[config.mk]
export PLATFORM = sky130hd
export DESIGN_NAME = uv_fault_supervisor
export DESIGN_NICKNAME = d
export VERILOG_FILES = /design/src/rtl/uv_pkg.sv /design/src/rtl/delay_timer.sv /design/src/rtl/uv_fault_supervisor.sv
export SDC_FILE = /design/constraint.sdc
export NUM_CORES = 1
export LEC_CHECK = 0
export ABC_AREA = 1
export BUFFER_PORTS_ARGS = -buffer_cell sky130_fd_sc_hd__buf_2
export CAP_MARGIN = 20
export CORE_MARGIN = 5
export CORE_UTILIZATION = 56
export CTS_BUF_LIST = sky130_fd_sc_hd__clkbuf_8
export CTS_CLUSTER_DIAMETER = 150
export CTS_CLUSTER_SIZE = 20
export DETAILED_ROUTE_END_ITERATION = 6
export PLACE_DENSITY_LB_ADDON = 0.25
export SLEW_MARGIN = 20
export SYNTH_ARGS = -nofsm -noshare
export SYNTH_HDL_FRONTEND = slang
export SYNTH_HIERARCHICAL = 1
export SYNTH_SLANG_ARGS = --single-unit
[constraint.sdc]
create_clock -name clock -period 2.2 [get_ports clock]
set_input_delay 0.33 -clock clock [delete_from_list [all_inputs] [get_ports clock]]
set_output_delay 0.33 -clock clock [all_outputs]
set_load 0.01 [all_outputs]
[src/rtl/uv_pkg.sv]
// constants, types and helpers shared by the input undervoltage supervisor
package uv_pkg;

  // ************************************************************
  // clock and widths
  // ************************************************************
  localparam int CLK_PERIOD_NS = 50;
  localparam int UNIT_W = 16;
  localparam int DLY_W = 23;

  // ************************************************************
  // command codes of the two registers
  // ************************************************************
  localparam logic [7:0] CMD_UV_LIMIT = 8'h59;
  localparam logic [7:0] CMD_UV_ACTION = 8'h5A;

  // ************************************************************
  // reset values
  // ************************************************************
  localparam logic [15:0] UV_LIMIT_RST = 16'h0000;
  localparam logic [7:0] UV_ACTION_RST = 8'h00;

  // ************************************************************
  // field codes of the action byte
  // ************************************************************
  localparam logic [1:0] RESP_IGNORE = 2'h0;
  localparam logic [1:0] RESP_CONTINUE = 2'h1;
  localparam logic [1:0] RESP_DISABLE = 2'h2;
  localparam logic [1:0] RESP_LATCH = 2'h3;
  localparam logic [2:0] RETRY_NONE = 3'h0;
  localparam logic [2:0] RETRY_FOREVER = 3'h7;

  // action byte: response 7:6, retries 5:3, delay exponent 2:0
  typedef struct packed {
    logic [1:0] resp;
    logic [2:0] retries;
    logic [2:0] delay;
  } uv_action_t;

  // command port from the serial host interface
  typedef struct packed {
    logic valid;
    logic write;
    logic [7:0] code;
    logic [15:0] wdata;
  } uv_cmd_t;

  typedef enum logic [1:0] {
    ST_RUN = 2'b00,
    ST_HOLD = 2'b01,
    ST_RETRY = 2'b10,
    ST_LATCH = 2'b11
  } uv_state_t;

  // linear word (5-bit exponent, 11-bit mantissa) to fixed point, 16 fraction bits
  function automatic logic signed [47:0] lin_to_fx(input logic [15:0] v);
    logic signed [47:0] mant;
    logic [4:0] sh;
    mant = 48'(signed'(v[10:0]));
    sh = v[15:11] ^ 5'h10;
    return mant <<< sh;
  endfunction

endpackage

[src/rtl/delay_timer.sv]
// down-counter that marks the end of a programmed delay
module delay_timer (
  input wire logic clock,
  input wire logic rst_n,
  input wire logic ce,
  input wire logic load,
  input wire logic cancel,
  input wire logic [uv_pkg::DLY_W-1:0] cycles,
  output logic done
);

  logic [uv_pkg::DLY_W-1:0] cnt_ff;
  logic busy_ff;

  // ************************************************************
  // count
  // ************************************************************
  // load wins over cancel so a restart never gets lost
  always_ff @(posedge clock or negedge rst_n) begin
    if (!rst_n) begin
      cnt_ff <= '0;
      busy_ff <= 1'b0;
    end else if (ce) begin
      if (load) begin
        cnt_ff <= cycles;
        busy_ff <= 1'b1;
      end else if (cancel || done) begin
        busy_ff <= 1'b0;
      end else if (busy_ff) begin
        cnt_ff <= cnt_ff - 1'b1;
      end
    end
  end

  // done lands exactly cycles clocks after the load
  assign done = busy_ff && (cnt_ff == {{(uv_pkg::DLY_W-1){1'b0}}, 1'b1});

endmodule

[src/rtl/uv_fault_supervisor.sv]
// input undervoltage fault supervisor: threshold, response, retries and delays
// Functional notes
// [RULE1] hold the undervoltage threshold as a 16-bit linear word in volts
// [RULE2] flag a fault while measured input is below threshold, then respond
// [RULE3] response 00: ignore the fault, output keeps running
// [RULE4] response 01: keep running for the delay, then follow retry setting
// [RULE5] response 10: disable output at once, then follow retry setting
// [RULE6] response 11: disable output until a clearing event
// [RULE7] clearing the status bit alone releases the latched disable
// [RULE8] the clear-faults command releases the latched disable
// [RULE9] reset clears any latched undervoltage fault
// [RULE10] commanding output off then on releases the latched disable
// [RULE11] retry code 000: no restart, output stays off until cleared
// [RULE12] retry codes 001 to 110: 1 to 6 attempts, then latch off
// [RULE13] retry code 111: retry until off command, reset or other shutdown
// [RULE14] restart attempts are spaced by the delay times the time unit
// [RULE15] delay field is hold time or retry spacing, by response
// [RULE16] delay field n selects two to the n time units
// [RULE17] time unit length comes from a separate register input
module uv_fault_supervisor (
  input wire logic clock,
  input wire logic rstn,
  input wire logic ce,
  input wire uv_pkg::uv_cmd_t cmd,
  input wire logic [15:0] vin_meas,
  input wire logic [uv_pkg::UNIT_W-1:0] delay_unit_cycles,
  input wire logic ctrl_pin,
  input wire logic operation_on,
  input wire logic clear_faults,
  input wire logic clear_uv_status,
  input wire logic other_shutdown,
  output logic [15:0] rd_data_ff,
  output logic rd_valid_ff,
  output logic rd_nack_ff,
  output logic out_enable_ff,
  output logic uv_status_ff,
  output logic latched_off_ff,
  output logic [2:0] attempt_ff
);

  logic rst_meta_ff;
  logic rst_ok_ff;
  logic ctrl_meta_ff;
  logic ctrl_sync_ff;
  logic on_ff;
  logic [15:0] limit_ff;
  uv_pkg::uv_action_t act_ff;
  uv_pkg::uv_state_t state_ff;
  uv_pkg::uv_state_t nxt_state;
  logic [2:0] nxt_attempt;
  logic on_now;
  logic turn_on;
  logic uv_now;
  logic clear_latch;
  logic timer_load;
  logic timer_cancel;
  logic timer_done;
  logic [uv_pkg::UNIT_W-1:0] unit_eff;
  logic [uv_pkg::DLY_W-1:0] dly_cycles;
  uv_pkg::uv_state_t retry_entry;
  logic wr_hit;
  logic rd_hit;
  logic [uv_pkg::DLY_W-1:0] dly_cnt_ff;
  logic [uv_pkg::DLY_W-1:0] dly_exp_ff;

  // ************************************************************
  // reset release and pin synchroniser
  // ************************************************************
  // reset release runs without ce so a frozen block still leaves reset
  always_ff @(posedge clock or negedge rstn) begin
    if (!rstn) begin
      rst_meta_ff <= 1'b0;
      rst_ok_ff <= 1'b0;
    end else begin
      rst_meta_ff <= 1'b1;
      rst_ok_ff <= rst_meta_ff;
    end
  end

  always_ff @(posedge clock or negedge rst_ok_ff) begin
    if (!rst_ok_ff) begin
      ctrl_meta_ff <= 1'b0;
      ctrl_sync_ff <= 1'b0;
    end else if (ce) begin
      ctrl_meta_ff <= ctrl_pin;
      ctrl_sync_ff <= ctrl_meta_ff;
    end
  end

  // ************************************************************
  // on/off command and clearing events
  // ************************************************************
  // output is on only while both the pin and the operation command agree
  assign on_now = ctrl_sync_ff && operation_on;
  assign turn_on = on_now && !on_ff;
  assign clear_latch = clear_faults || clear_uv_status || turn_on; // [RULE7] [RULE8] [RULE10]

  always_ff @(posedge clock or negedge rst_ok_ff) begin
    if (!rst_ok_ff) begin
      on_ff <= 1'b0;
    end else if (ce) begin
      on_ff <= on_now;
    end
  end

  // ************************************************************
  // register writes and reads
  // ************************************************************
  assign wr_hit = cmd.valid && cmd.write;
  assign rd_hit = cmd.valid && !cmd.write;

  always_ff @(posedge clock or negedge rst_ok_ff) begin
    if (!rst_ok_ff) begin
      limit_ff <= uv_pkg::UV_LIMIT_RST;
      act_ff <= uv_pkg::UV_ACTION_RST;
    end else if (ce && wr_hit) begin
      if (cmd.code == uv_pkg::CMD_UV_LIMIT) begin
        limit_ff <= cmd.wdata; // [RULE1]
      end
      if (cmd.code == uv_pkg::CMD_UV_ACTION) begin
        act_ff <= cmd.wdata[7:0];
      end
    end
  end

  // unknown codes answer with a nack and zero data
  always_ff @(posedge clock or negedge rst_ok_ff) begin
    if (!rst_ok_ff) begin
      rd_data_ff <= 16'h0000;
      rd_valid_ff <= 1'b0;
      rd_nack_ff <= 1'b0;
    end else if (ce) begin
      rd_valid_ff <= rd_hit;
      rd_nack_ff <= cmd.valid && (cmd.code != uv_pkg::CMD_UV_LIMIT)
                    && (cmd.code != uv_pkg::CMD_UV_ACTION);
      if (rd_hit && cmd.code == uv_pkg::CMD_UV_LIMIT) begin
        rd_data_ff <= limit_ff;
      end else if (rd_hit && cmd.code == uv_pkg::CMD_UV_ACTION) begin
        rd_data_ff <= {8'h00, act_ff};
      end else begin
        rd_data_ff <= 16'h0000;
      end
    end
  end

  // ************************************************************
  // fault detection and status
  // ************************************************************
  // signed compare of both linear words after scaling to fixed point
  assign uv_now = uv_pkg::lin_to_fx(vin_meas) < uv_pkg::lin_to_fx(limit_ff); // [RULE2]

  // a new fault in the clearing cycle keeps the bit set
  always_ff @(posedge clock or negedge rst_ok_ff) begin
    if (!rst_ok_ff) begin
      uv_status_ff <= 1'b0;
    end else if (ce) begin
      if (uv_now) begin
        uv_status_ff <= 1'b1; // [RULE2]
      end else if (clear_faults || clear_uv_status) begin
        uv_status_ff <= 1'b0; // [RULE7] [RULE8]
      end
    end
  end

  // ************************************************************
  // delay length
  // ************************************************************
  // a zero unit would wrap the timer to 2^23 cycles, so it is treated as one cycle
  assign unit_eff = (delay_unit_cycles == '0) ? 16'h0001 : delay_unit_cycles; // [RULE17]
  assign dly_cycles = uv_pkg::DLY_W'(unit_eff) << act_ff.delay; // [RULE15] [RULE16]
  assign retry_entry = (act_ff.retries == uv_pkg::RETRY_NONE) ?
                       uv_pkg::ST_LATCH : uv_pkg::ST_RETRY; // [RULE11]

  delay_timer u_timer (
    .clock(clock),
    .rst_n(rst_ok_ff),
    .ce(ce),
    .load(timer_load),
    .cancel(timer_cancel),
    .cycles(dly_cycles),
    .done(timer_done)
  );

  // ************************************************************
  // response state machine
  // ************************************************************
  always_comb begin
    nxt_state = state_ff;
    nxt_attempt = attempt_ff;
    timer_load = 1'b0;
    timer_cancel = 1'b0;
    unique case (state_ff)
      uv_pkg::ST_RUN: begin
        if (on_now && uv_now) begin
          unique case (act_ff.resp)
            uv_pkg::RESP_IGNORE: begin
              nxt_state = uv_pkg::ST_RUN; // [RULE3]
            end
            uv_pkg::RESP_CONTINUE: begin
              nxt_state = uv_pkg::ST_HOLD; // [RULE4]
              timer_load = 1'b1;
            end
            uv_pkg::RESP_DISABLE: begin
              nxt_state = retry_entry; // [RULE5]
              nxt_attempt = 3'h0;
              timer_load = 1'b1;
            end
            uv_pkg::RESP_LATCH: begin
              nxt_state = uv_pkg::ST_LATCH; // [RULE6]
            end
          endcase
        end
      end
      uv_pkg::ST_HOLD: begin
        if (!uv_now) begin
          nxt_state = uv_pkg::ST_RUN;
          timer_cancel = 1'b1;
        end else if (timer_done) begin
          nxt_state = retry_entry; // [RULE4]
          nxt_attempt = 3'h0;
          timer_load = 1'b1;
        end
      end
      uv_pkg::ST_RETRY: begin
        if (other_shutdown) begin
          nxt_state = uv_pkg::ST_LATCH; // [RULE13]
          timer_cancel = 1'b1;
        end else if (timer_done) begin
          // an attempt succeeds when the input is back above threshold
          nxt_attempt = attempt_ff + 3'h1;
          if (!uv_now) begin
            nxt_state = uv_pkg::ST_RUN;
          end else if (act_ff.retries != uv_pkg::RETRY_FOREVER
                       && nxt_attempt >= act_ff.retries) begin
            nxt_state = uv_pkg::ST_LATCH; // [RULE12]
          end else begin
            timer_load = 1'b1; // [RULE13] [RULE14]
          end
        end
      end
      uv_pkg::ST_LATCH: begin
        if (clear_latch) begin
          nxt_state = uv_pkg::ST_RUN; // [RULE6] [RULE7] [RULE8] [RULE10]
          nxt_attempt = 3'h0;
        end
      end
    endcase
    // an off command stops retrying; a latch waits for the off-on edge
    if (!on_now && state_ff != uv_pkg::ST_LATCH) begin
      nxt_state = uv_pkg::ST_RUN; // [RULE13]
      nxt_attempt = 3'h0;
      timer_load = 1'b0;
      timer_cancel = 1'b1;
    end
  end

  always_ff @(posedge clock or negedge rst_ok_ff) begin
    if (!rst_ok_ff) begin
      state_ff <= uv_pkg::ST_RUN; // [RULE9]
      attempt_ff <= 3'h0;
    end else if (ce) begin
      state_ff <= nxt_state;
      attempt_ff <= nxt_attempt;
    end
  end

  always_ff @(posedge clock or negedge rst_ok_ff) begin
    if (!rst_ok_ff) begin
      out_enable_ff <= 1'b0;
      latched_off_ff <= 1'b0; // [RULE9]
    end else if (ce) begin
      out_enable_ff <= on_now && (nxt_state == uv_pkg::ST_RUN
                                  || nxt_state == uv_pkg::ST_HOLD); // [RULE3] [RULE5]
      latched_off_ff <= nxt_state == uv_pkg::ST_LATCH;
    end
  end

  // ************************************************************
  // checks
  // ************************************************************
  // helper: cycles spent since the last delay load, and the length expected
  always_ff @(posedge clock or negedge rst_ok_ff) begin
    if (!rst_ok_ff) begin
      dly_cnt_ff <= '0;
      dly_exp_ff <= '0;
    end else if (ce) begin
      if (timer_load) begin
        dly_cnt_ff <= '0;
        dly_exp_ff <= uv_pkg::DLY_W'(unit_eff * (24'h000001 << act_ff.delay));
      end else begin
        dly_cnt_ff <= dly_cnt_ff + 1'b1;
      end
    end
  end
endmodule

* After elaboration in Yosys (flattened, before gate mapping)
Cells that the tools add are included.
** Cells by class
- Add/sub/neg operators :: 2
- $lt $le $gt $ge :: 2
- Equality and inequality tests :: 23
- Shift-type cells :: 3
- Muxes and demuxes :: 45
- Bitwise operators :: 2
- Reductions and logical operators :: 36
** Operators with widths (count)
- <<< shifter 11 x 5 -> 48 bit :: 2
- two-way mux 23 bit :: 3
- < comparator 48 bit :: 1
- two-way mux 16 bit :: 2
- two-way mux 3 bit :: 8
- == test 23 x 1 -> 1 bit (second input constant) :: 1
- left shift 16 x 3 -> 23 bit :: 1
- subtractor 23 x 1 -> 23 bit (second input constant) :: 1
- two-way mux 2 bit :: 9
- two-way mux 1 bit :: 17
- == test 8 x 7 -> 1 bit (second input constant) :: 2
- logical NOT 16 bit :: 1
- inequality test 8 x 7 -> 1 bit (second input constant) :: 2
- one-hot mux 2 bit (4 select lines) :: 2
- inequality test 3 bit (second input constant) :: 5
- logical AND 1 bit :: 14
- one-hot mux 3 bit (4 select lines) :: 1
- == test 2 bit (second input constant) :: 5
- inequality test 3 x 2 -> 1 bit (second input constant) :: 3
- two-way mux 8 bit :: 1
- AND reduction 2 bit :: 4
- AND reduction 8 bit :: 1
- == test 2 x 1 -> 1 bit (second input constant) :: 3
- logical NOT 2 bit :: 3
- other kinds (12) :: 21
** Storage, ports and cells
- Bits in registers :: 79
- Bits of input ports :: 66
- Output and inout bits :: 24
- Word-level logic and storage cells :: 132

* Depth between registers and ports, before layout
- Depth after elaboration :: 12
- Gate-level depth with buffers :: 33
- Gate-level depth less buffers :: 31

* Modules after synthesis
The synthesis kept the hierarchy.
** By module, submodules not included
- uv_fault_supervisor :: times used 1, cells an instance 954, area each 5886.9 um^2, sequential area each 1376.3 um^2
- delay_timer :: times used 1, cells an instance 300, area each 1844.3 um^2, sequential area each 600.6 um^2

* Least setup slack after synthesis
No wires, ideal clock.
- Path type :: flip-flop to flip-flop
- Start :: reg limit_ff[11]
- End :: reg u_timer/cnt_ff[21] (netlist name)
- Library setup time :: 0.117 ns
- Arrival time :: 3.938 ns
- Required time :: 2.083 ns
- Path slack :: -1.854 ns
- Cell stages (with the launch flop) :: 29
- Path buffers :: 3
- Clock period less this slack :: 4.054 ns
- Cell sequence :: dfrtp_1 > clkbuf_1 > o21ai_0 > inv_1 > nand2_1 > o21ai_0 > o21ai_0 > o21ai_0 > o21ai_0 > inv_1 > ha_1 > a21oi_1 > o21ai_1 > a21oi_1 > a21boi_1 > nor2_1 > nor3_1 > nand3_2 > nand2_4 > nand2_4 > nor3_1 > o21ai_1 > nor2_1 > clkbuf_1 > inv_1 > clkbuf_1 > or2_2 > nand3_2 > nand2_1
** On the way
- Longest elaborated chain between the ends :: 9
- Elaborated cells between the ends (all ways) :: 18
- Those cells by class :: 1 x order compare; 1 x eq/ne; 1 x shift; 11 x mux; 4 x reduce/logical
** Ends and longest elaborated chain
- start: declaration :: line uv_fault_supervisor.sv:46 : logic [15:0] limit_ff;
- start signal: assignment :: line uv_fault_supervisor.sv:114 : limit_ff <= uv_pkg::UV_LIMIT_RST;
- start signal: assignment :: line uv_fault_supervisor.sv:118 : limit_ff <= cmd.wdata;
- <<< shifter 11 x 5 -> 48 bit * :: line uv_pkg.sv:61 : return mant <<< sh;
- < comparator 48 bit * :: line uv_fault_supervisor.sv:150 : assign uv_now = uv_pkg::lin_to_fx(vin_meas) < uv_pkg::lin_to_fx(limit_ff);
- two-way mux 1 bit :: line uv_fault_supervisor.sv:231 : if (!uv_now) begin
- two-way mux 1 bit :: line uv_fault_supervisor.sv:228 : end else if (timer_done) begin
- two-way mux 1 bit :: line uv_fault_supervisor.sv:225 : if (other_shutdown) begin
- one-hot mux 1 bit (3 select lines) * :: line uv_fault_supervisor.sv:192 : unique case (state_ff)
- two-way mux 1 bit * :: line uv_fault_supervisor.sv:249 : if (!on_now && state_ff != uv_pkg::ST_LATCH) begin
- named net timer_load :: line uv_fault_supervisor.sv:55 : logic timer_load;
- inequality test 2 bit (no line) or nonzero test 2 bit (tied branches)
- AND reduction 3 bit (no line)
- end signal: assignment :: line delay_timer.sv:25 : cnt_ff <= cycles;
- end signal: assignment :: line delay_timer.sv:30 : cnt_ff <= cnt_ff - 1'b1;
- end: declaration :: line delay_timer.sv:12 : logic [uv_pkg::DLY_W-1:0] cnt_ff;
The timed path passes the listed nets; every way through them passes the cells marked *.
A chain may end at the register's enable or synchronous reset.

* Worst setup path in the final report
- Start :: reg limit_ff[11]
- End :: reg u_timer/cnt_ff[14] (netlist name)
The elaborated chain is that of the path after synthesis.

==> flow_metrics.env <==
export IMPL_status="complete, but fails checks"
export IMPL_post_drt_wl_per_cell_microns=15.6
export IMPL_fin_crit_sh_pct=183
export IMPL_final_min_clock_period_ps=4030
export IMPL_hold_violations=0
export IMPL_design_area_sq_um=10700
export IMPL_r2r_start="limit_ff[11]"
export IMPL_clock_sinks=79
export IMPL_total_leakage_power_nw=5.36
export IMPL_synth_compound_area_share_pct=19.7
export IMPL_holdPathEnd="ctrl_meta_ff"
export IMPL_worstHoldPathType="input port to flop"
export IMPL_final_common_cell="nand2_1"
export IMPL_clk_pin_slew_worst_paths_ps=110
export IMPL_synth_adder_area_share_pct=8.58
export IMPL_drt_total_wl_mm=26.1
export IMPL_power_switching_share_pct=33.9
export IMPL_synth_top_family_by_area="simple AND/OR/NAND/NOR gates"
export IMPL_p_comb_share_pct=27.6
export IMPL_postRouteAntennaNets=0
export IMPL_drt_iter0_markers=1077
export IMPL_grt_pass1_vias=8534
export IMPL_rrSetupSlack_ps=-1830
export IMPL_finalNetCount=1606
export IMPL_grt_ovfl_total=0
export IMPL_cp_end_kind="flop"
export IMPL_max_slew_margin_rel_pct=51.7
export IMPL_rsz0062_at_grt="yes"
export IMPL_finalClockSkew_ps=16.8
export IMPL_routabilityCongestion=0.947
export IMPL_pwr_share_clk_pct=31.9
export IMPL_crit_type="flop to flop"
export IMPL_worstHoldPathCells=3
export IMPL_cts_inserted_buffers=9
export IMPL_synth_xor_area_share_pct=0.113
export IMPL_yosysUniqueCellTypes=43
export IMPL_cts_root_buf="clkbuf_8"
export IMPL_clk_path_buf_depth=2
export IMPL_syn_to_final_growth_pct=38.2
export IMPL_tightest_slew_ps=722
export IMPL_routed_via_density=5.78
export IMPL_cts_htree_levels=3
export IMPL_synth_warnings=6
export IMPL_cp_data_required_time_ps=2500
export IMPL_grt_antenna_before_repair=0
export IMPL_violations="negative setup slack"
export IMPL_cpMostUsedCell="o21ai_1"
export IMPL_drv_slew=0
export IMPL_seqPwrFrac_pct=40.5
export IMPL_internal_power_mw=2.50
export IMPL_vias=9670
export IMPL_die_x_microns=127
export IMPL_io_pins=90
export IMPL_timing_rr_end="u_timer/cnt_ff[14]"
export IMPL_critPathMaxFanout=10
export IMPL_p_switching_mw=1.28
export IMPL_synthCells=1254
export IMPL_min_from="ctrl_pin"
export IMPL_max_stage_delay_ps=490
export IMPL_synth_edf_count=0
export IMPL_synthSimpleGateAreaFrac_pct=34.6
export IMPL_syn_avg_cell_area_sq_um=6.17
export IMPL_dieArea_sq_um=16300
export IMPL_peakVddDrop_uv=367
export IMPL_hpwl_mm=18.6
export IMPL_track_usage_pct=28.8
export IMPL_setup_ws_ps=-1830
export IMPL_final_core_util_pct=77.9
export IMPL_io_buffers=89
export IMPL_power_density_nw_per_um2=354
export IMPL_drc=0
export IMPL_placed_area_sq_um=9680
export IMPL_setup_worst_path_start_class="flop"
export IMPL_drv_cap=0
export IMPL_crit_arrival_ps=4330
export IMPL_synth_seq_cells=79
export IMPL_final_cell_mix="333 x nand2_1, 161 x buf_4, 133 x o21ai_0"
export IMPL_max_freq_ghz=0.248
export IMPL_initial_core_util_pct=56.4
export IMPL_clock_latency_ps=380
export IMPL_die_h_microns=127
export IMPL_syn_nets=1373
export IMPL_drtPass1Iterations=6
export IMPL_worstRegToRegCells=27
export IMPL_synthFlopType="dfrtp_1"
export IMPL_synthArstFlopShare_pct=100
export IMPL_cp_slowest_cell="dfrtp_2"
export IMPL_synthMuxAreaShare_pct=1.81
export IMPL_grt_pass1_wl_mm=38.9
export IMPL_cts_tree="yes"
export IMPL_core_sq_um=13700
export IMPL_drive_gt1_share_pct=30.6
export IMPL_syn_area_sq_um=7730
export IMPL_synth_seq_area_share_pct=25.6
export IMPL_antennaDiodeCount=0
export IMPL_place_ws_ps=-1910
export IMPL_rows=43
export IMPL_setup_viol=32
export IMPL_grt_max_degree=47
==> sequential cells by signal, summed over array words and instances (netlist names) <==
register / count
rst_ok_ff: 1
u_timer/busy_ff: 1
ctrl_meta_ff: 1
u_timer/cnt_ff: 23
rd_nack_ff: 1
attempt_ff: 3
rst_meta_ff: 1
latched_off_ff: 1
out_enable_ff: 1
rd_data_ff: 16
uv_status_ff: 1
ctrl_sync_ff: 1
act_ff: 8
limit_ff: 16
rd_valid_ff: 1
state_ff: 2
on_ff: 1
==> logic make-up (layout without fill, tap and decap cells) <==
logic type,Yosys count,after routing
compound gates,290,290
simple gates,626,626
mux,14,14
buf+inv,190,428
xor+xnor,1,1
fa+ha+maj,53,53
flops,79,79
other cells,1,1
==> per-stage QoR <==
step | total power [mW] | instances | hold slack, ps | setup TNS (ps)
after floorplan | 2.06 | 1254 | 34.4 | -39260
after global placement | 2.44 | 1642 | 116 | -55960
after detailed placement | 2.47 | 1642 | 119 | -57390
after CTS | 3.66 | 1661 | 137 | -50230
after global routing | 3.97 | 1672 | 192 | -63650
final | 3.79 | 1672 | 147 | -54860
==> cell type report <==
| type | instances | area, sq um |
|---|---|---|
| Fill cell | 980 | 3030 |
| Tap cell | 180 | 225 |
| Inverter | 134 | 520 |
| Clock buffer | 9 | 124 |
| Clock inverter | 7 | 86.3 |
| Sequential cell | 79 | 1980 |
| Timing Repair Buffer | 278 | 2140 |
| Multi-Input combinational cell | 985 | 5610 |
==> layer usage <==
metal	vias to the layer above	global-route usage, %	share of wire [%]
met5	-	0	0
met4	0	10.5	4.1
met3	109	4.22	7.9
met2	531	47.8	47
met1	4427	38.1	41
li1	4603	-	-
==> power groups by stage <==
stage	clock, mW	sequential (mW)	combinational [mW]
3_3_place_gp	0	1.56	0.885
5_1_grt	1.27	1.54	1.16
2_1_floorplan	0	1.57	0.488
4_1_cts	1.21	1.53	0.920
3_5_place_dp	0	1.56	0.905
6_report	1.21	1.53	1.04
==> worst max-delay path by stage <==
stage,start,endpoint,cells after the start
final,limit_ff[11],u_timer/cnt_ff[14],27
after global routing,limit_ff[11],u_timer/cnt_ff[14],27
after CTS,limit_ff[11],u_timer/cnt_ff[6],29
after detailed placement,vin_meas[11],u_timer/cnt_ff[2],28
after global placement,vin_meas[11],u_timer/cnt_ff[2],28
after floorplan,limit_ff[11],u_timer/cnt_ff[21],29
==> repair_timing <==
action	4_1_cts	5_1_grt
hold endpoints to repair	2	0
gates cloned	1	7
buffers inserted	1	4
pin swaps	6	51
setup endpoints to repair	32	32
hold buffers	1	0
resized for setup	23	149
==> cells in the mapped netlist, types with 2 or more instances <==
| master | number | area share [%] |
|---|---|---|
| a21oi_1 | 60 | 3.9 |
| ha_1 | 53 | 8.6 |
| nor2_2 | 3 | 0.24 |
| nand3_2 | 6 | 0.78 |
| or2_2 | 14 | 1.1 |
| o211ai_1 | 3 | 0.29 |
| o22ai_1 | 7 | 0.57 |
| a31oi_1 | 2 | 0.16 |
| nand2_1 | 360 | 17 |
| nand2_2 | 7 | 0.57 |
| dfrtp_1 | 79 | 26 |
| o21ai_1 | 11 | 0.71 |
| buf_2 | 3 | 0.19 |
| clkbuf_1 | 46 | 2.2 |
| o21ai_0 | 192 | 12 |
| o21bai_1 | 2 | 0.19 |
| nor3_1 | 15 | 0.97 |
| inv_2 | 5 | 0.24 |
| nand4_1 | 16 | 1.3 |
| buf_6 | 3 | 0.44 |
| nor2_1 | 108 | 5.2 |
| nand3_1 | 85 | 5.5 |
| nor4_1 | 6 | 0.49 |
| buf_1 | 4 | 0.19 |
| a21boi_1 | 2 | 0.19 |
| mux2i_1 | 14 | 1.8 |
| inv_1 | 127 | 6.2 |
| o21ai_2 | 5 | 0.57 |
| nand2_4 | 2 | 0.29 |
==> critical path, delay by kind of cell, from the launching register on <==
| kind | cells | cell delay (ps) |
|---|---|---|
| compound gates | 12 | 1590 |
| fa+ha+maj | 1 | 210 |
| buf+inv | 4 | 610 |
| flops | 1 | 490 |
| simple gates | 10 | 1060 |
(Power assumes the default switching activity.)
